$ cat config.mk
export PLATFORM = sky130hd
export DESIGN_NAME = mph_sequencer
export DESIGN_NICKNAME = d
export VERILOG_FILES = /design/src/mph_pkg.sv /design/src/mph_sequencer.sv /design/src/mph_minute_tick.sv /design/src/mph_delay_timer.sv
export VERILOG_INCLUDE_DIRS = /design/src
export SDC_FILE = /design/constraint.sdc
export NUM_CORES = 1
export LEC_CHECK = 0
export ABC_AREA = 0
export BUFFER_PORTS_ARGS = -buffer_cell sky130_fd_sc_hd__buf_2
export CAP_MARGIN = 30
export CORE_ASPECT_RATIO = 1.4
export CORE_MARGIN = 2
export CORE_UTILIZATION = 39
export DETAILED_ROUTE_END_ITERATION = 7
export SYNTH_ARGS = -nofsm -noshare
export SYNTH_HDL_FRONTEND = slang
export SYNTH_HIERARCHICAL = 1
export SYNTH_SLANG_ARGS = --single-unit
$ cat constraint.sdc
create_clock -name clk -period 4.9 [get_ports clk]
set_input_delay 0.735 -clock clk [delete_from_list [all_inputs] [get_ports clk]]
set_output_delay 0.735 -clock clk [all_outputs]
set_load 0.02 [all_outputs]
$ cat src/mph_regs.svh
// Register map, field positions, reset values and timing counts of the preheat sequencer
// Operation
// - Start heating only while motor stands still
// - Wait for restart and preheat delays first
// - Preheat delay from last Stop, 0-999 min
// - Both delays run together, longer one wins
// - Request input low ends heating
// - Run order ends heating at once
// - Stop order ends heating
// - Heating status shown once order applied
// - Source: none, input three, four, auto, line
// - Auto source starts without any input
// - Line source uses control word bit 11-15
// - Line source needs operation enabled state
// - Level 5-70 percent, default five
// - Thermal monitoring suspended while heating
// - Level and delay apply only when assigned
// - Auto mode heats when ready, Stop ends
// - Refuse enabling under two-wire control
`ifndef MPH_REGS_SVH
`define MPH_REGS_SVH

// ****************************************
// Register byte offsets
// ****************************************
`define MPH_OFS_CTRL 8'h00
`define MPH_OFS_LEVEL 8'h04
`define MPH_OFS_PRE_DLY 8'h08
`define MPH_OFS_RST_DLY 8'h0C
`define MPH_OFS_STATUS 8'h10

// ****************************************
// Field positions and encodings
// ****************************************
`define MPH_CTRL_SRC_LSB 0
`define MPH_CTRL_SEL_LSB 4
`define MPH_CTRL_DI1_BIT 8
`define MPH_SRC_NONE 3'h0
`define MPH_SRC_IN3 3'h1
`define MPH_SRC_IN4 3'h2
`define MPH_SRC_AUTO 3'h3
`define MPH_SRC_LINE 3'h4
`define MPH_LINE_BIT_BASE 5'h0B
`define MPH_LINE_SEL_MAX 3'h4
`define MPH_ST_HEAT_BIT 0
`define MPH_ST_PRE_EXP_BIT 2
`define MPH_ST_RST_EXP_BIT 3
`define MPH_ST_STOPPED_BIT 4
`define MPH_ST_REJECT_BIT 5

// ****************************************
// Reset values and limits
// ****************************************
`define MPH_LEVEL_RST 7'h05
`define MPH_LEVEL_MIN 7'h05
`define MPH_LEVEL_MAX 7'h46
`define MPH_PRE_DLY_RST 10'h005
`define MPH_RST_DLY_RST 10'h002
`define MPH_DLY_MAX 10'h3E7

// ****************************************
// Timing
// ****************************************
`define MPH_CLK_HZ 64'd50000000
`define MPH_MINUTE_S 64'd60
`define MPH_MINUTE_CYCLES (`MPH_MINUTE_S * `MPH_CLK_HZ)

`endif

$ cat src/mph_pkg.sv
// Types shared by the preheat sequencer modules
package mph_pkg;

	// Sequencer states
	typedef enum logic [1:0] {
		MPH_WAIT,
		MPH_READY,
		MPH_HEAT
	} mph_state_t;

endpackage : mph_pkg

$ cat src/mph_sequencer.sv
// Motor preheat sequencer with its AXI4-Lite register slave
`timescale 1ns/1ps
`include "mph_regs.svh"
module mph_sequencer import mph_pkg::*; #(
	parameter logic [31:0] MINUTE_CYCLES = 32'(`MPH_MINUTE_CYCLES)
) (
	input wire logic clk,
	input wire logic nrst,
	// AXI4-Lite slave
	input wire logic [7:0] s_axi_awaddr,
	input wire logic s_axi_awvalid,
	output logic s_axi_awready,
	input wire logic [31:0] s_axi_wdata,
	input wire logic [3:0] s_axi_wstrb,
	input wire logic s_axi_wvalid,
	output logic s_axi_wready,
	output logic [1:0] s_axi_bresp,
	output logic s_axi_bvalid,
	input wire logic s_axi_bready,
	input wire logic [7:0] s_axi_araddr,
	input wire logic s_axi_arvalid,
	output logic s_axi_arready,
	output logic [31:0] s_axi_rdata,
	output logic [1:0] s_axi_rresp,
	output logic s_axi_rvalid,
	input wire logic s_axi_rready,
	// Terminal pins, asynchronous
	input wire logic logic_input_one,
	input wire logic logic_input_three,
	input wire logic logic_input_four,
	// Same-clock control inputs
	input wire logic [15:0] control_word,
	input wire logic operation_enabled,
	input wire logic motor_stopped,
	input wire logic run_order,
	input wire logic stop_order,
	input wire logic two_wire_mode,
	// Outputs to display and firing stage
	output logic heating_active_status,
	output logic [6:0] heating_current_level,
	output logic thermal_monitor_suspend
);

	// ****************************************
	// Reset release and pin synchronisers
	// ****************************************
	logic rst_q1; // First reset stage
	logic rst_n; // Released reset used everywhere
	logic [2:0] pin_s1; // First pin stage, read only by pin_s
	logic [2:0] pin_s; // Synchronised pins: one, three, four

	// Reset release through two stages
	always_ff @(posedge clk or negedge nrst) begin
		if (!nrst) begin
			rst_q1 <= 1'b0;
			rst_n <= 1'b0;
		end else begin
			rst_q1 <= 1'b1;
			rst_n <= rst_q1;
		end
	end

	// Two-stage pin synchroniser
	always_ff @(posedge clk or negedge rst_n) begin
		if (!rst_n) begin
			pin_s1 <= 3'h0;
			pin_s <= 3'h0;
		end else begin
			pin_s1 <= {logic_input_four, logic_input_three, logic_input_one};
			pin_s <= pin_s1;
		end
	end

	// ****************************************
	// Configuration fields
	// ****************************************
	logic [2:0] src; // Request source selector
	logic [2:0] sel; // Line channel bit select
	logic need_di1; // Require input one for pin sources
	logic [6:0] level; // Heating current percent
	logic [9:0] pre_dly; // Preheat delay minutes
	logic [9:0] rst_dly; // Restart delay minutes
	logic reject; // Sticky refused-enable flag

	// Byte-lane mask from strobes
	function automatic logic [31:0] lane_mask(input logic [3:0] strb);
		lane_mask = {{8{strb[3]}}, {8{strb[2]}}, {8{strb[1]}}, {8{strb[0]}}};
	endfunction : lane_mask

	// Clamp a delay to its top value
	function automatic logic [9:0] clamp_dly(input logic [9:0] v);
		clamp_dly = (v > `MPH_DLY_MAX) ? `MPH_DLY_MAX : v;
	endfunction : clamp_dly

	// ****************************************
	// AXI4-Lite write path
	// ****************************************
	logic aw_held; // Write address taken
	logic w_held; // Write data taken
	logic [7:0] aw_q; // Latched write address
	logic [31:0] wd_q; // Latched write data
	logic [3:0] ws_q; // Latched strobes
	wire wr_fire = aw_held && w_held && !s_axi_bvalid;
	wire [31:0] wmask = lane_mask(ws_q);
	wire hit_ctrl = (aw_q == `MPH_OFS_CTRL);
	wire hit_level = (aw_q == `MPH_OFS_LEVEL);
	wire hit_pre = (aw_q == `MPH_OFS_PRE_DLY);
	wire hit_rst = (aw_q == `MPH_OFS_RST_DLY);
	wire hit_stat = (aw_q == `MPH_OFS_STATUS);
	wire wr_ok = hit_ctrl || hit_level || hit_pre || hit_rst || hit_stat;

	// Current register views merged with write data
	wire [31:0] ctrl_view = {23'h000000, need_di1, 1'b0, sel, 1'b0, src};
	wire [31:0] ctrl_new = (ctrl_view & ~wmask) | (wd_q & wmask);
	wire [31:0] level_new = ({25'h0000000, level} & ~wmask) | (wd_q & wmask);
	wire [31:0] pre_new = ({22'h000000, pre_dly} & ~wmask) | (wd_q & wmask);
	wire [31:0] rst_new = ({22'h000000, rst_dly} & ~wmask) | (wd_q & wmask);
	wire [2:0] src_new = ctrl_new[`MPH_CTRL_SRC_LSB +: 3];
	wire [2:0] sel_raw = ctrl_new[`MPH_CTRL_SEL_LSB +: 3];
	wire refuse = hit_ctrl && two_wire_mode && (src_new != `MPH_SRC_NONE);
	wire clr_reject = hit_stat && wd_q[`MPH_ST_REJECT_BIT] && ws_q[0];

	// Address and data channels, either order
	always_ff @(posedge clk or negedge rst_n) begin
		if (!rst_n) begin
			aw_held <= 1'b0;
			w_held <= 1'b0;
			aw_q <= 8'h00;
			wd_q <= 32'h00000000;
			ws_q <= 4'h0;
			s_axi_awready <= 1'b1;
			s_axi_wready <= 1'b1;
			s_axi_bvalid <= 1'b0;
			s_axi_bresp <= 2'h0;
		end else begin
			if (s_axi_awvalid && s_axi_awready) begin
				aw_held <= 1'b1;
				aw_q <= s_axi_awaddr;
				s_axi_awready <= 1'b0;
			end
			if (s_axi_wvalid && s_axi_wready) begin
				w_held <= 1'b1;
				wd_q <= s_axi_wdata;
				ws_q <= s_axi_wstrb;
				s_axi_wready <= 1'b0;
			end
			if (wr_fire) begin
				s_axi_bvalid <= 1'b1;
				s_axi_bresp <= wr_ok ? 2'h0 : 2'h2;
			end else if (s_axi_bvalid && s_axi_bready) begin
				s_axi_bvalid <= 1'b0;
				aw_held <= 1'b0;
				w_held <= 1'b0;
				s_axi_awready <= 1'b1;
				s_axi_wready <= 1'b1;
			end
		end
	end

	// Register updates on a completed write
	always_ff @(posedge clk or negedge rst_n) begin
		if (!rst_n) begin
			src <= `MPH_SRC_NONE;
			sel <= 3'h0;
			need_di1 <= 1'b0;
			level <= `MPH_LEVEL_RST;
			pre_dly <= `MPH_PRE_DLY_RST;
			rst_dly <= `MPH_RST_DLY_RST;
		end else if (wr_fire) begin
			if (hit_ctrl) begin
				// Two-wire control keeps the function off
				src <= refuse ? `MPH_SRC_NONE : (src_new > `MPH_SRC_LINE ? src : src_new);
				sel <= (sel_raw > `MPH_LINE_SEL_MAX) ? `MPH_LINE_SEL_MAX : sel_raw;
				need_di1 <= ctrl_new[`MPH_CTRL_DI1_BIT];
			end else if (hit_level) begin
				// Level held inside its percent range
				if (level_new[6:0] < `MPH_LEVEL_MIN || level_new[31:7] != 25'h0000000) begin
					level <= (level_new[31:7] != 25'h0000000) ? `MPH_LEVEL_MAX : `MPH_LEVEL_MIN;
				end else if (level_new[6:0] > `MPH_LEVEL_MAX) begin
					level <= `MPH_LEVEL_MAX;
				end else begin
					level <= level_new[6:0];
				end
			end else if (hit_pre) begin
				pre_dly <= (pre_new[31:10] != 22'h000000) ? `MPH_DLY_MAX : clamp_dly(pre_new[9:0]);
			end else if (hit_rst) begin
				rst_dly <= (rst_new[31:10] != 22'h000000) ? `MPH_DLY_MAX : clamp_dly(rst_new[9:0]);
			end
		end
	end

	// Refused-enable flag, set wins over clear
	always_ff @(posedge clk or negedge rst_n) begin
		if (!rst_n) begin
			reject <= 1'b0;
		end else if (wr_fire && refuse) begin
			reject <= 1'b1;
		end else if (wr_fire && clr_reject) begin
			reject <= 1'b0;
		end
	end

	// ****************************************
	// Delay timers
	// ****************************************
	logic tick; // Minute pulse
	logic pre_exp; // Preheat delay over
	logic rst_exp; // Restart delay over
	wire assigned = (src != `MPH_SRC_NONE);
	wire [9:0] pre_lim = assigned ? pre_dly : 10'h000;

	// Minute divider
	mph_minute_tick #(.CYCLES(MINUTE_CYCLES)) u_tick (
		.clk(clk),
		.rst_n(rst_n),
		.tick(tick)
	);

	// Preheat delay from last Stop
	mph_delay_timer #(.W(10)) u_pre (
		.clk(clk),
		.rst_n(rst_n),
		.restart(stop_order),
		.tick(tick),
		.limit(pre_lim),
		.expired(pre_exp)
	);

	// Restart delay, same stop event, runs alongside
	mph_delay_timer #(.W(10)) u_rst (
		.clk(clk),
		.rst_n(rst_n),
		.restart(stop_order),
		.tick(tick),
		.limit(rst_dly),
		.expired(rst_exp)
	);

	// ****************************************
	// Request selection and sequencer
	// ****************************************
	mph_state_t state; // Sequencer state
	mph_state_t next_state; // Following state
	wire auto_mode = (src == `MPH_SRC_AUTO);
	wire [4:0] line_idx = `MPH_LINE_BIT_BASE + {2'h0, sel};
	wire line_req = control_word[line_idx[3:0]] && operation_enabled;
	wire pin_req = ((src == `MPH_SRC_IN3) ? pin_s[1] : pin_s[2]) && (!need_di1 || pin_s[0]);
	wire req_ok = assigned && !two_wire_mode && (auto_mode ||
		((src == `MPH_SRC_LINE) ? line_req : pin_req));
	wire delays_ok = pre_exp && rst_exp;
	wire start_ok = motor_stopped && delays_ok && req_ok && !run_order;
	wire end_heat = run_order || !req_ok || !motor_stopped;

	// Next state
	always_comb begin
		next_state = state;
		case (state)
			MPH_WAIT: begin
				if (!stop_order && delays_ok) begin
					next_state = MPH_READY;
				end
			end
			MPH_READY: begin
				if (stop_order) begin
					next_state = MPH_WAIT;
				end else if (start_ok) begin
					next_state = MPH_HEAT;
				end
			end
			MPH_HEAT: begin
				if (stop_order) begin
					next_state = MPH_WAIT;
				end else if (end_heat) begin
					next_state = MPH_READY;
				end
			end
			default: begin
				next_state = MPH_WAIT;
			end
		endcase
	end

	// State and registered outputs
	always_ff @(posedge clk or negedge rst_n) begin
		if (!rst_n) begin
			state <= MPH_WAIT;
			heating_active_status <= 1'b0;
			thermal_monitor_suspend <= 1'b0;
			heating_current_level <= 7'h00;
		end else begin
			state <= next_state;
			heating_active_status <= (next_state == MPH_HEAT);
			thermal_monitor_suspend <= (next_state == MPH_HEAT);
			heating_current_level <= assigned ? level : 7'h00;
		end
	end

	// ****************************************
	// AXI4-Lite read path
	// ****************************************
	logic [31:0] rd_word; // Selected read value
	logic rd_ok; // Address mapped

	// Read decode
	always_comb begin
		rd_ok = 1'b1;
		if (s_axi_araddr == `MPH_OFS_CTRL) begin
			rd_word = ctrl_view;
		end else if (s_axi_araddr == `MPH_OFS_LEVEL) begin
			rd_word = {25'h0000000, assigned ? level : 7'h00};
		end else if (s_axi_araddr == `MPH_OFS_PRE_DLY) begin
			rd_word = {22'h000000, pre_lim};
		end else if (s_axi_araddr == `MPH_OFS_RST_DLY) begin
			rd_word = {22'h000000, rst_dly};
		end else if (s_axi_araddr == `MPH_OFS_STATUS) begin
			rd_word = {26'h0000000, reject, motor_stopped, rst_exp, pre_exp, 1'b0,
				heating_active_status};
		end else begin
			rd_word = 32'h00000000;
			rd_ok = 1'b0;
		end
	end

	// Read channel, one outstanding
	always_ff @(posedge clk or negedge rst_n) begin
		if (!rst_n) begin
			s_axi_arready <= 1'b1;
			s_axi_rvalid <= 1'b0;
			s_axi_rdata <= 32'h00000000;
			s_axi_rresp <= 2'h0;
		end else if (s_axi_arvalid && s_axi_arready) begin
			s_axi_arready <= 1'b0;
			s_axi_rvalid <= 1'b1;
			s_axi_rdata <= rd_word;
			s_axi_rresp <= rd_ok ? 2'h0 : 2'h2;
		end else if (s_axi_rvalid && s_axi_rready) begin
			s_axi_rvalid <= 1'b0;
			s_axi_arready <= 1'b1;
		end
	end
endmodule : mph_sequencer

$ cat src/mph_minute_tick.sv
// Divider giving a one-cycle pulse every minute
`timescale 1ns/1ps
module mph_minute_tick import mph_pkg::*; #(
	parameter logic [31:0] CYCLES = 32'd3000000000
) (
	input wire logic clk,
	input wire logic rst_n,
	output logic tick
);

	// Cycle counter within the current minute
	logic [31:0] cnt;
	wire last = (cnt == CYCLES - 32'h00000001);

	// ****************************************
	// Count and pulse
	// ****************************************
	always_ff @(posedge clk or negedge rst_n) begin
		if (!rst_n) begin
			cnt <= 32'h00000000;
			tick <= 1'b0;
		end else begin
			cnt <= last ? 32'h00000000 : cnt + 32'h00000001;
			tick <= last;
		end
	end

endmodule : mph_minute_tick

$ cat src/mph_delay_timer.sv
// Minute-resolution delay counter restarted by each stop event
`timescale 1ns/1ps
module mph_delay_timer import mph_pkg::*; #(
	parameter int W = 10
) (
	input wire logic clk,
	input wire logic rst_n,
	input wire logic restart,
	input wire logic tick,
	input wire logic [W-1:0] limit,
	output logic expired
);

	// Minutes since the last stop event
	logic [W-1:0] cnt;
	wire done = (cnt >= limit);

	// Restart wins over counting; holds once done
	always_ff @(posedge clk or negedge rst_n) begin
		if (!rst_n) begin
			cnt <= '0;
		end else if (restart) begin
			cnt <= '0;
		end else if (tick && !done) begin
			cnt <= cnt + {{(W-1){1'b0}}, 1'b1};
		end
	end

	// Expiry flag, low again right after a restart
	always_ff @(posedge clk or negedge rst_n) begin
		if (!rst_n) begin
			expired <= 1'b0;
		end else begin
			expired <= !restart && done;
		end
	end

endmodule : mph_delay_timer

Word level (Yosys, flattened, before mapping) --
Index checks and enable logic that the tools add are counted.
Storage, ports and cells: logic and storage cells 196, output and inout port bits 50, bits in registers 195, bits of input ports 83
Cells by class: equality and inequality tests 16, reduce and logical (&&, ||, !) cells 62, bitwise gates (word level) 13, magnitude comparators 9, mux-type cells 59, add/sub/neg operators 4
Operator list (count):
- 10-bit 2-to-1 mux | 13
- 32-bit bitwise OR | 3
- 10-bit by 32-bit AND with 32-bit output | 2
- 22-bit nonzero test | 2
- 32-bit by 1-bit adder with 32-bit output, second input constant | 1
- 32-bit AND | 1
- 7-bit by 32-bit AND with 32-bit output | 1
- 32-bit equality test, second input constant | 1
- 8-bit by 4-bit equality test with 1-bit output, second input constant | 4
- 32-bit 2-to-1 mux | 1
- 32-bit NOT | 1
- 1-bit 2-to-1 mux | 28
- 7-bit 2-to-1 mux | 4
- 1-bit logical AND | 26
- 25-bit nonzero test | 1
- 10-bit by 1-bit adder with 10-bit output, second input constant | 2
- 10-bit greater-or-equal comparator | 2
- 10-bit greater-than comparator, second input constant | 2
- 8-bit by 3-bit equality test with 1-bit output, second input constant | 2
- 8-bit by 5-bit equality test with 1-bit output, second input constant | 2
- 8-bit logical NOT | 2
- 2-bit 2-to-1 mux | 7
- 2-bit nonzero test | 5
- 9-bit AND | 1
- other kinds (25) | 49

Depth between registers and ports, before layout --
Gate-level depths: netlist of run 1.
depth after elaboration 14, mapped depth 12

Modules after synthesis --
The synthesis of run 1 kept the hierarchy.
Modules (own cells, without submodules):
- mph_sequencer | sequential area each 2912.8 µm², times used 1, area each 5720.5 µm², cells each 548
- mph_delay_timer | sequential area each 275.3 µm², times used 2, area each 873.3 µm², cells each 98
- mph_minute_tick | sequential area each 825.8 µm², times used 1, area each 1656.6 µm², cells each 164

Worst setup path after synthesis of run 1 --
Ideal clock, no wire load.
path kind register to register, start point register src[2], end point register u_pre.cnt[7], data arrival time 2685 ps, setup time 128 ps, stages on the path, launching flop included 12, path buffers 2, path slack 2087 ps, cells stage by stage dfrtp_1 -> clkbuf_1 -> or3_1 -> clkbuf_1 -> and2_1 -> inv_1 -> ha_1 -> a211o_1 -> a21oi_4 -> o21ai_1 -> nor4_1 -> mux2_1
On the way: word-level cells in the longest chain between the ends 6
RTL lines:
- from (decl) | RTL line mph_sequencer.sv:77 | logic [2:0] src;
- from (signal assigned) | RTL line mph_sequencer.sv:163 | src <= `MPH_SRC_NONE;
- from (signal assigned) | RTL line mph_sequencer.sv:172 | src <= refuse ? `MPH_SRC_NONE : (src_new > `MPH_SRC_LINE ? src : src_new);
- 3-bit nonzero test (no line)
- 10-bit 2-to-1 mux | RTL line mph_sequencer.sv:210 | wire [9:0] pre_lim = assigned ? pre_dly : 10'h000;
- net pre_lim[7] | RTL line mph_sequencer.sv:210
- 10-bit greater-or-equal comparator | RTL line mph_delay_timer.sv:16 | wire done = (cnt >= limit);
- 1-bit logical NOT | RTL line mph_delay_timer.sv:24 | end else if (tick && !done) begin
- 1-bit logical AND | RTL line mph_delay_timer.sv:24
- 2-bit nonzero test (no line)
- to (signal assigned) | RTL line mph_delay_timer.sv:25 | cnt <= cnt + {{(W-1){1'b0}}, 1'b1};
- to (decl) | RTL line mph_delay_timer.sv:15 | logic [W-1:0] cnt;
The timed path passes the listed nets, and every way through them passes these cells. A chain may end at the register's enable or synchronous reset.

Worst setup path after layout of run 1 --
start point register src[1], end point register u_pre.cnt[7]
The elaborated chain is that of the path after synthesis.

==> results of run 1 <==
state kept, by name (all words and copies together) (netlist names), 2 cells and up, named ones only:
| register | cells |
|---|---|
| aw_q | 8 |
| heating_current_level | 7 |
| level | 7 |
| pin_s | 3 |
| pin_s1 | 3 |
| pre_dly | 10 |
| rst_dly | 10 |
| s_axi_rdata | 10 |
| sel | 3 |
| src | 3 |
| state | 2 |
| u_pre/cnt | 10 |
| u_rst/cnt | 10 |
| u_tick/cnt | 32 |
| wd_q | 32 |
| ws_q | 4 |
critical path: stages, from the launching register on:
cell                      delay (ps)
sky130_fd_sc_hd__dfrtp_1         430
sky130_fd_sc_hd__or3_1           650
sky130_fd_sc_hd__and2_1          300
sky130_fd_sc_hd__inv_1            70
sky130_fd_sc_hd__ha_1            170
sky130_fd_sc_hd__nand2_1          60
sky130_fd_sc_hd__o21ai_1         170
sky130_fd_sc_hd__nor2b_1         700
sky130_fd_sc_hd__nor4_1          170
sky130_fd_sc_hd__mux2_1          340
power by group:
group          internal, mW  leakage [nW]  total [mW]  switching (mW)
clock network         0.648         0.236        1.22           0.569
registers              1.73          2.19        2.06           0.333
logic                 0.514          2.17        1.08           0.565
total                  2.89          4.60        4.36            1.47
layout by cell type (no fill, tap or decap), types with 21 or more instances in the layout:
| master | instances |
|---|---|
| sky130_fd_sc_hd__nor2_1 | 72 |
| sky130_fd_sc_hd__and2_1 | 21 |
| sky130_fd_sc_hd__mux2_2 | 56 |
| sky130_fd_sc_hd__nand2_1 | 68 |
| sky130_fd_sc_hd__buf_2 | 108 |
| sky130_fd_sc_hd__nand3_1 | 49 |
| sky130_fd_sc_hd__nor2b_1 | 22 |
| sky130_fd_sc_hd__conb_1 | 25 |
| sky130_fd_sc_hd__inv_1 | 36 |
| sky130_fd_sc_hd__o21ai_0 | 39 |
| sky130_fd_sc_hd__a21oi_1 | 63 |
| sky130_fd_sc_hd__dfrtp_1 | 162 |
| sky130_fd_sc_hd__ha_1 | 24 |
metal layers:
metal  global-route usage  vias to the layer above  part of all wire
li1                     -                     3416                 -
met1                0.228                     3458              0.44
met2                0.301                      153              0.49
met3               0.0375                       27             0.043
met4               0.0647                        0             0.019
met5                    0                        -                 0
through the flow:
stage / setup WS, ps / std cells / util
finish: 1710 / 1327 / 0.448
global route: 1490 / 1327 / 0.448
CTS: 1690 / 1327 / 0.448
detailed placement: 1710 / 1295 / 0.426
global placement: 1830 / 1295 / 0.426
floorplan: 2080 / 931 / -
final cells by class:
cell class	instances	share of cell area
clock buffer	21	0.0425
tap	306	0.0369
clock inverter	11	0.00748
timing repair buffer	111	0.0555
multi-input combinational	670	0.430
sequential	171	0.414
inverter	37	0.0134
kinds of logic after synthesis:
group,synth area share
simple gates,0.205
fa+ha+maj,0.0329
buf+inv,0.0503
mux,0.0943
other cells,0.000823
flops,0.470
compound gates,0.128
xor+xnor,0.0192
final timing paths:
kind                                 to  cells after the start
setup / recovery           u_pre/cnt[7]                      9
hold / removal                    rst_n                      1
setup reg to reg           u_pre/cnt[7]                      9
hold reg to reg                pin_s[2]                      0
max in group asynchronous     async pin                      1
min in group clk               pin_s[2]                      0
==> summary.txt, run 1 <==
Status
  • Outcome: finished, final reports clean

Final layout
  • Final nets: roughly 1100
  • Area of the multi-input gates: roughly 4500 um2
  • Sequential cell area: approximately 4300 um2
  • Fraction of final layout cells with drive strength greater than 1: 0.222
  • Layout Area Growth over Synthesis: 13.7%
  • Number of fill cells: between 2000 and 2500
  • Finished layout cell area: between 10000 and 15000 um2
  • ANT cells: 0

STA
  • Worst-Margin Slew: 873 ps
  • Final-layout worst hold slack: between 70 and 80 ps
  • Highest clock frequency the design can meet: 313 MHz
  • Worst slew slack as a fraction of its limit: 0.417
  • Part of the cycle the worst path needs: 0.651
  • Final setup violation count: 0
  • Time the worst path needs with I/O delays and setup: between 3000 and 4000 ps
  • Setup total negative slack: 0 ps
  • Slew Viols, Final: 0
  • Final hold violation count: 0
  • RSZ-0062 raised after global routing: no
  • Worst Skew: ~8 ps

Routing
  • Routed via count: roughly 7100
  • Final Routed Wirelength: 21000 um
  • Total iterations of the first detailed-routing run: 5
  • Drc violations: 0
  • Violation count after the first detailed-routing iteration: 370
  • Avg Vias per Cell: around 5.3
  • Post-DR wirelength/cell: around 16 um
  • Final ANT Viol Nets: 0

Clock network
  • Number of buffers between clock root and the deepest sink: 2
  • Clk sink count: 171
  • Root Buffer Master: sky130_fd_sc_hd__clkbuf_16
  • Clock edge transition at the registers on the reported setup and hold paths: approximately 70 ps
  • Count of buffers added by post-CTS timing repair for setup: 0
  • Clock tree from TritonCTS: yes
  • Source-to-sink clock delay at the later pin of the worst-skew pair: ~430 ps
  • H-tree Lvls: 4
  • Num CTS Buffers: 17
  • Number of hold buffers added after cts: 0
  • Gates resized, CTS repair: 0

Die
  • Io pins: approximately 130
  • Die Span Y: 185 um
  • Die outline area: approximately 25000 um2
  • Num rows: 66
  • Area inside the core boundary: 23100 um2
  • Floorplan die width: about 130 um
  • Starting density of the core: 0.395

Synthesis
  • Avg Synthesized Cell Area: roughly 10 um2
  • Cell types with the largest area share after synthesis: sky130_fd_sc_hd__dfrtp_1 (45%), sky130_fd_sc_hd__mux2_2 (6.9%), sky130_fd_sc_hd__a21oi_1 (3.5%)
  • Most frequent cell after synthesis: sky130_fd_sc_hd__dfrtp_1
  • Synth top cells by count: sky130_fd_sc_hd__dfrtp_1 (163), sky130_fd_sc_hd__nor2_1 (72), sky130_fd_sc_hd__nand2_1 (68), sky130_fd_sc_hd__a21oi_1 (63), sky130_fd_sc_hd__mux2_2 (56)
  • Syn Inst Count: between 900 and 1000
  • Combined area of all synthesized cells: roughly 9000 um2
  • Cell variety after synth: 75
  • Total number of yosys warnings: 6
  • Number of flops mapped to enable cells by yosys: 0
  • Post-synthesis sequential area ratio: 0.470
  • Library cell with the largest summed area after synthesis: sky130_fd_sc_hd__dfrtp_1
  • Yosys top cell area share: 0.447
  • Most used flip-flop cell after synthesis: sky130_fd_sc_hd__dfrtp_1
  • Share of synthesized flip-flops with an asynchronous set or reset: 1.00
  • FF+latch count, synth: 171

Global routing
  • Overall track demand over capacity in global routing: 0.179
  • Antenna violations before repair: 0
  • Global-route wire length before repair: 35400 um
  • Pin count of the biggest net entering global routing: between 100 and 150
  • Remaining Overflow, GRT: 0
  • Number of global-route vias before repair: 6933

Power and ir drop
  • Power density cells: between 400 and 500 nW/um2
  • Power consumption: ~4.4 mW
  • Worst supply voltage drop on vdd: between 0.2 and 0.3 mV
  • Leakage: 4.60 nW

Placed design
  • IO Port Bufs: around 110
  • GPL Wtd Cong: around 0.84
  • HPWL reported at the end of detailed placement: between 15000 and 20000 um
  • Placed Instance Area: slightly below 10000 um2

Critical path
  • Critical Path Source Type: flop
  • CP Launch Point: src[1]
  • R2r setup slk: about 1700 ps
  • Critical path type: reg2reg
  • Endpoint required time on the critical path: 5210 ps
  • Type of destination of the critical path: flop
  • Worst flop-to-flop path startpoint: src[1]
  • Critical path arrival: 3500 ps
  • Critical path fanouts, max: 20

Flow run
  • Number of violations of the max-capacitance limit: 0

Min path
  • HP Class: in2async
Power figures use the tool's default switching activity.
==> run 2: changes to the inputs <==
Clock period 4.9 ns to 2.9 ns, I/O delays scaled along.
==> summary.txt, run 2 (synthesized netlist as in run 1, its figures left out) <==
Min path
  • HP Class: in2reg

Final layout
  • Layout Area Growth over Synthesis: 16.8%
  • Most common cell after layout, fill and taps aside: sky130_fd_sc_hd__dfrtp_1
  • Post-route core utilization: 0.461
  • Number of fill cells: roughly 2200
  • Commonest cells after routing, fill and taps aside: sky130_fd_sc_hd__dfrtp_1 (162), sky130_fd_sc_hd__buf_2 (108), sky130_fd_sc_hd__nor2_1 (72), sky130_fd_sc_hd__nand2_1 (68), sky130_fd_sc_hd__a21oi_1 (61)
  • ANT cells: 0
  • Final nets: between 1000 and 1500
  • Fraction of final layout cells with drive strength greater than 1: 0.247
  • Final cell count without fillers: 1346
  • Biggest registers after layout: u_tick/cnt: 32 flops, wd_q: 32 flops
  • Sequential cell area: between 4000 and 5000 um2
  • Area of the multi-input gates: approximately 4500 um2

Placed design
  • Placed cells: between 1000 and 1500
  • HPWL reported at the end of detailed placement: about 16000 um
  • GPL Wtd Cong: 0.876
  • IO Port Bufs: roughly 110

Power and ir drop
  • Power density cells: just over 700 nW/um2
  • Leakage: ~4.8 nW
  • Power consumption: between 7 and 8 mW
  • Worst supply voltage drop on vdd: between 0.6 and 0.7 mV

Critical path
  • Type of destination of the critical path: flop
  • Critical path arrival: ~3100 ps
  • Critical path fanouts, max: 11
  • Critical Path Source Type: flop
  • Critical path type: reg2reg
  • Endpoint required time on the critical path: ~3300 ps
  • R2r setup slk: roughly 130 ps

Global routing
  • Global-route wire length before repair: roughly 35000 um
  • Remaining Overflow, GRT: 0
  • Routing usage on met3: 0.0372
  • Overall track demand over capacity in global routing: 0.179
  • Antenna violations before repair: 0
  • Pin count of the biggest net entering global routing: approximately 50
  • Highest-utilization routing layer at the global route stage: met2
  • Met2 Resource Use GR: 0.312
  • Met1 Usage GRT: 0.220
  • Number of global-route vias before repair: 7155

Flow run
  • Number of violations of the max-capacitance limit: 0

Clock network
  • H-tree Lvls: 4
  • Number of buffers between clock root and the deepest sink: 2
  • Source-to-sink clock delay at the later pin of the worst-skew pair: about 440 ps
  • Clock tree from TritonCTS: yes
  • Clk sink count: between 150 and 200
  • Clock edge transition at the registers on the reported setup and hold paths: 60 ps
  • Num CTS Buffers: 17
  • Root Buffer Master: sky130_fd_sc_hd__clkbuf_16

Die
  • Die Span Y: 185 um
  • Area inside the core boundary: 23100 um2
  • Starting density of the core: 0.395
  • Io pins: roughly 130
  • Num rows: 66
  • Floorplan die width: around 130 um
  • Die outline area: between 20000 and 25000 um2

Routing
  • Final ANT Viol Nets: 0
  • Final Routed Wirelength: between 20000 and 25000 um
  • Avg Vias per Cell: approximately 5.3
  • Drc violations: 0
  • Total iterations of the first detailed-routing run: 5
  • Violation count after the first detailed-routing iteration: roughly 360
  • Routed via count: about 7000
  • Post-DR wirelength/cell: between 15 and 20 um

STA
  • Worst slew slack as a fraction of its limit: 0.584
  • Slew Viols, Final: 0
  • Worst-Margin Slew: 619 ps
  • Final setup violation count: 0
  • Time the worst path needs with I/O delays and setup: around 2800 ps
  • Final-layout worst hold slack: around 100 ps
  • Part of the cycle the worst path needs: 0.955
  • RSZ-0062 raised after global routing: yes
  • Final hold violation count: 0
  • Highest clock frequency the design can meet: approximately 360 MHz
  • Worst Skew: around 13 ps

Status
  • Outcome: finished, final reports clean
[run 2: report_power, final]
part / switching (mW) / internal, mW
Sequential: 0.526 / 2.92
Clock: 1.03 / 1.30
Combinational: 1.02 / 0.918
[run 2: timing repair]
action,CTS,global route
cloned,0,0
pin swaps,0,2
hold endpoints to repair,2,0
resized for setup,1,7
hold buffers,1,0
buffers inserted,0,1
endpoints found under the setup margin,2,7
[run 2: path summary, 6_finish.rpt]
path	from	depth (start not counted)	end
min	logic_input_one	1	pin_s1[0]
max in group asynchronous	rst_n	1	u_pre/cnt[7]
max	src[2]	10	u_pre/cnt[4]
min reg2reg	rst_n	0	wd_q[29]
min in group asynchronous	nrst	2	rst_n
max reg2reg	src[2]	10	u_pre/cnt[4]
[run 2: area by class of cell]
type,instances,area share
flip-flops and latches,171,0.403
clock inverters,15,0.0173
repair buffers,130,0.0688
clock buffers,17,0.0399
inverters,37,0.0130
well taps,306,0.0359
multi-input cells,670,0.422
[run 2: through the flow]
step           worst slack, ps  setup TNS (ps)  area, um2
6_report                   129               0      10700
2_1_floorplan             81.0               0       9210
3_3_place_gp              45.6               0       9990
5_1_grt                   10.7               0      10700
3_5_place_dp             -23.0           -28.5       9990
4_1_cts                   8.82               0      10600
[run 2: metal layers]
layer  wire [um]  up-vias  share of wire
met5           0        -              0
met4         357        0          0.017
met3         859       24          0.041
met2       10700      155           0.51
met1        9210     3485           0.44
li1            -     3451              -
[run 2: worst max-delay path, cell delays in order, from the launching register on]
cell,delay [ps]
sky130_fd_sc_hd__dfrtp_1,380
sky130_fd_sc_hd__or3_4,440
sky130_fd_sc_hd__and2_1,190
sky130_fd_sc_hd__inv_1,60
sky130_fd_sc_hd__ha_1,230
sky130_fd_sc_hd__a211o_1,330
sky130_fd_sc_hd__a21oi_4,140
sky130_fd_sc_hd__buf_4,140
sky130_fd_sc_hd__o211ai_4,110
sky130_fd_sc_hd__or4_1,510
sky130_fd_sc_hd__a21oi_1,150
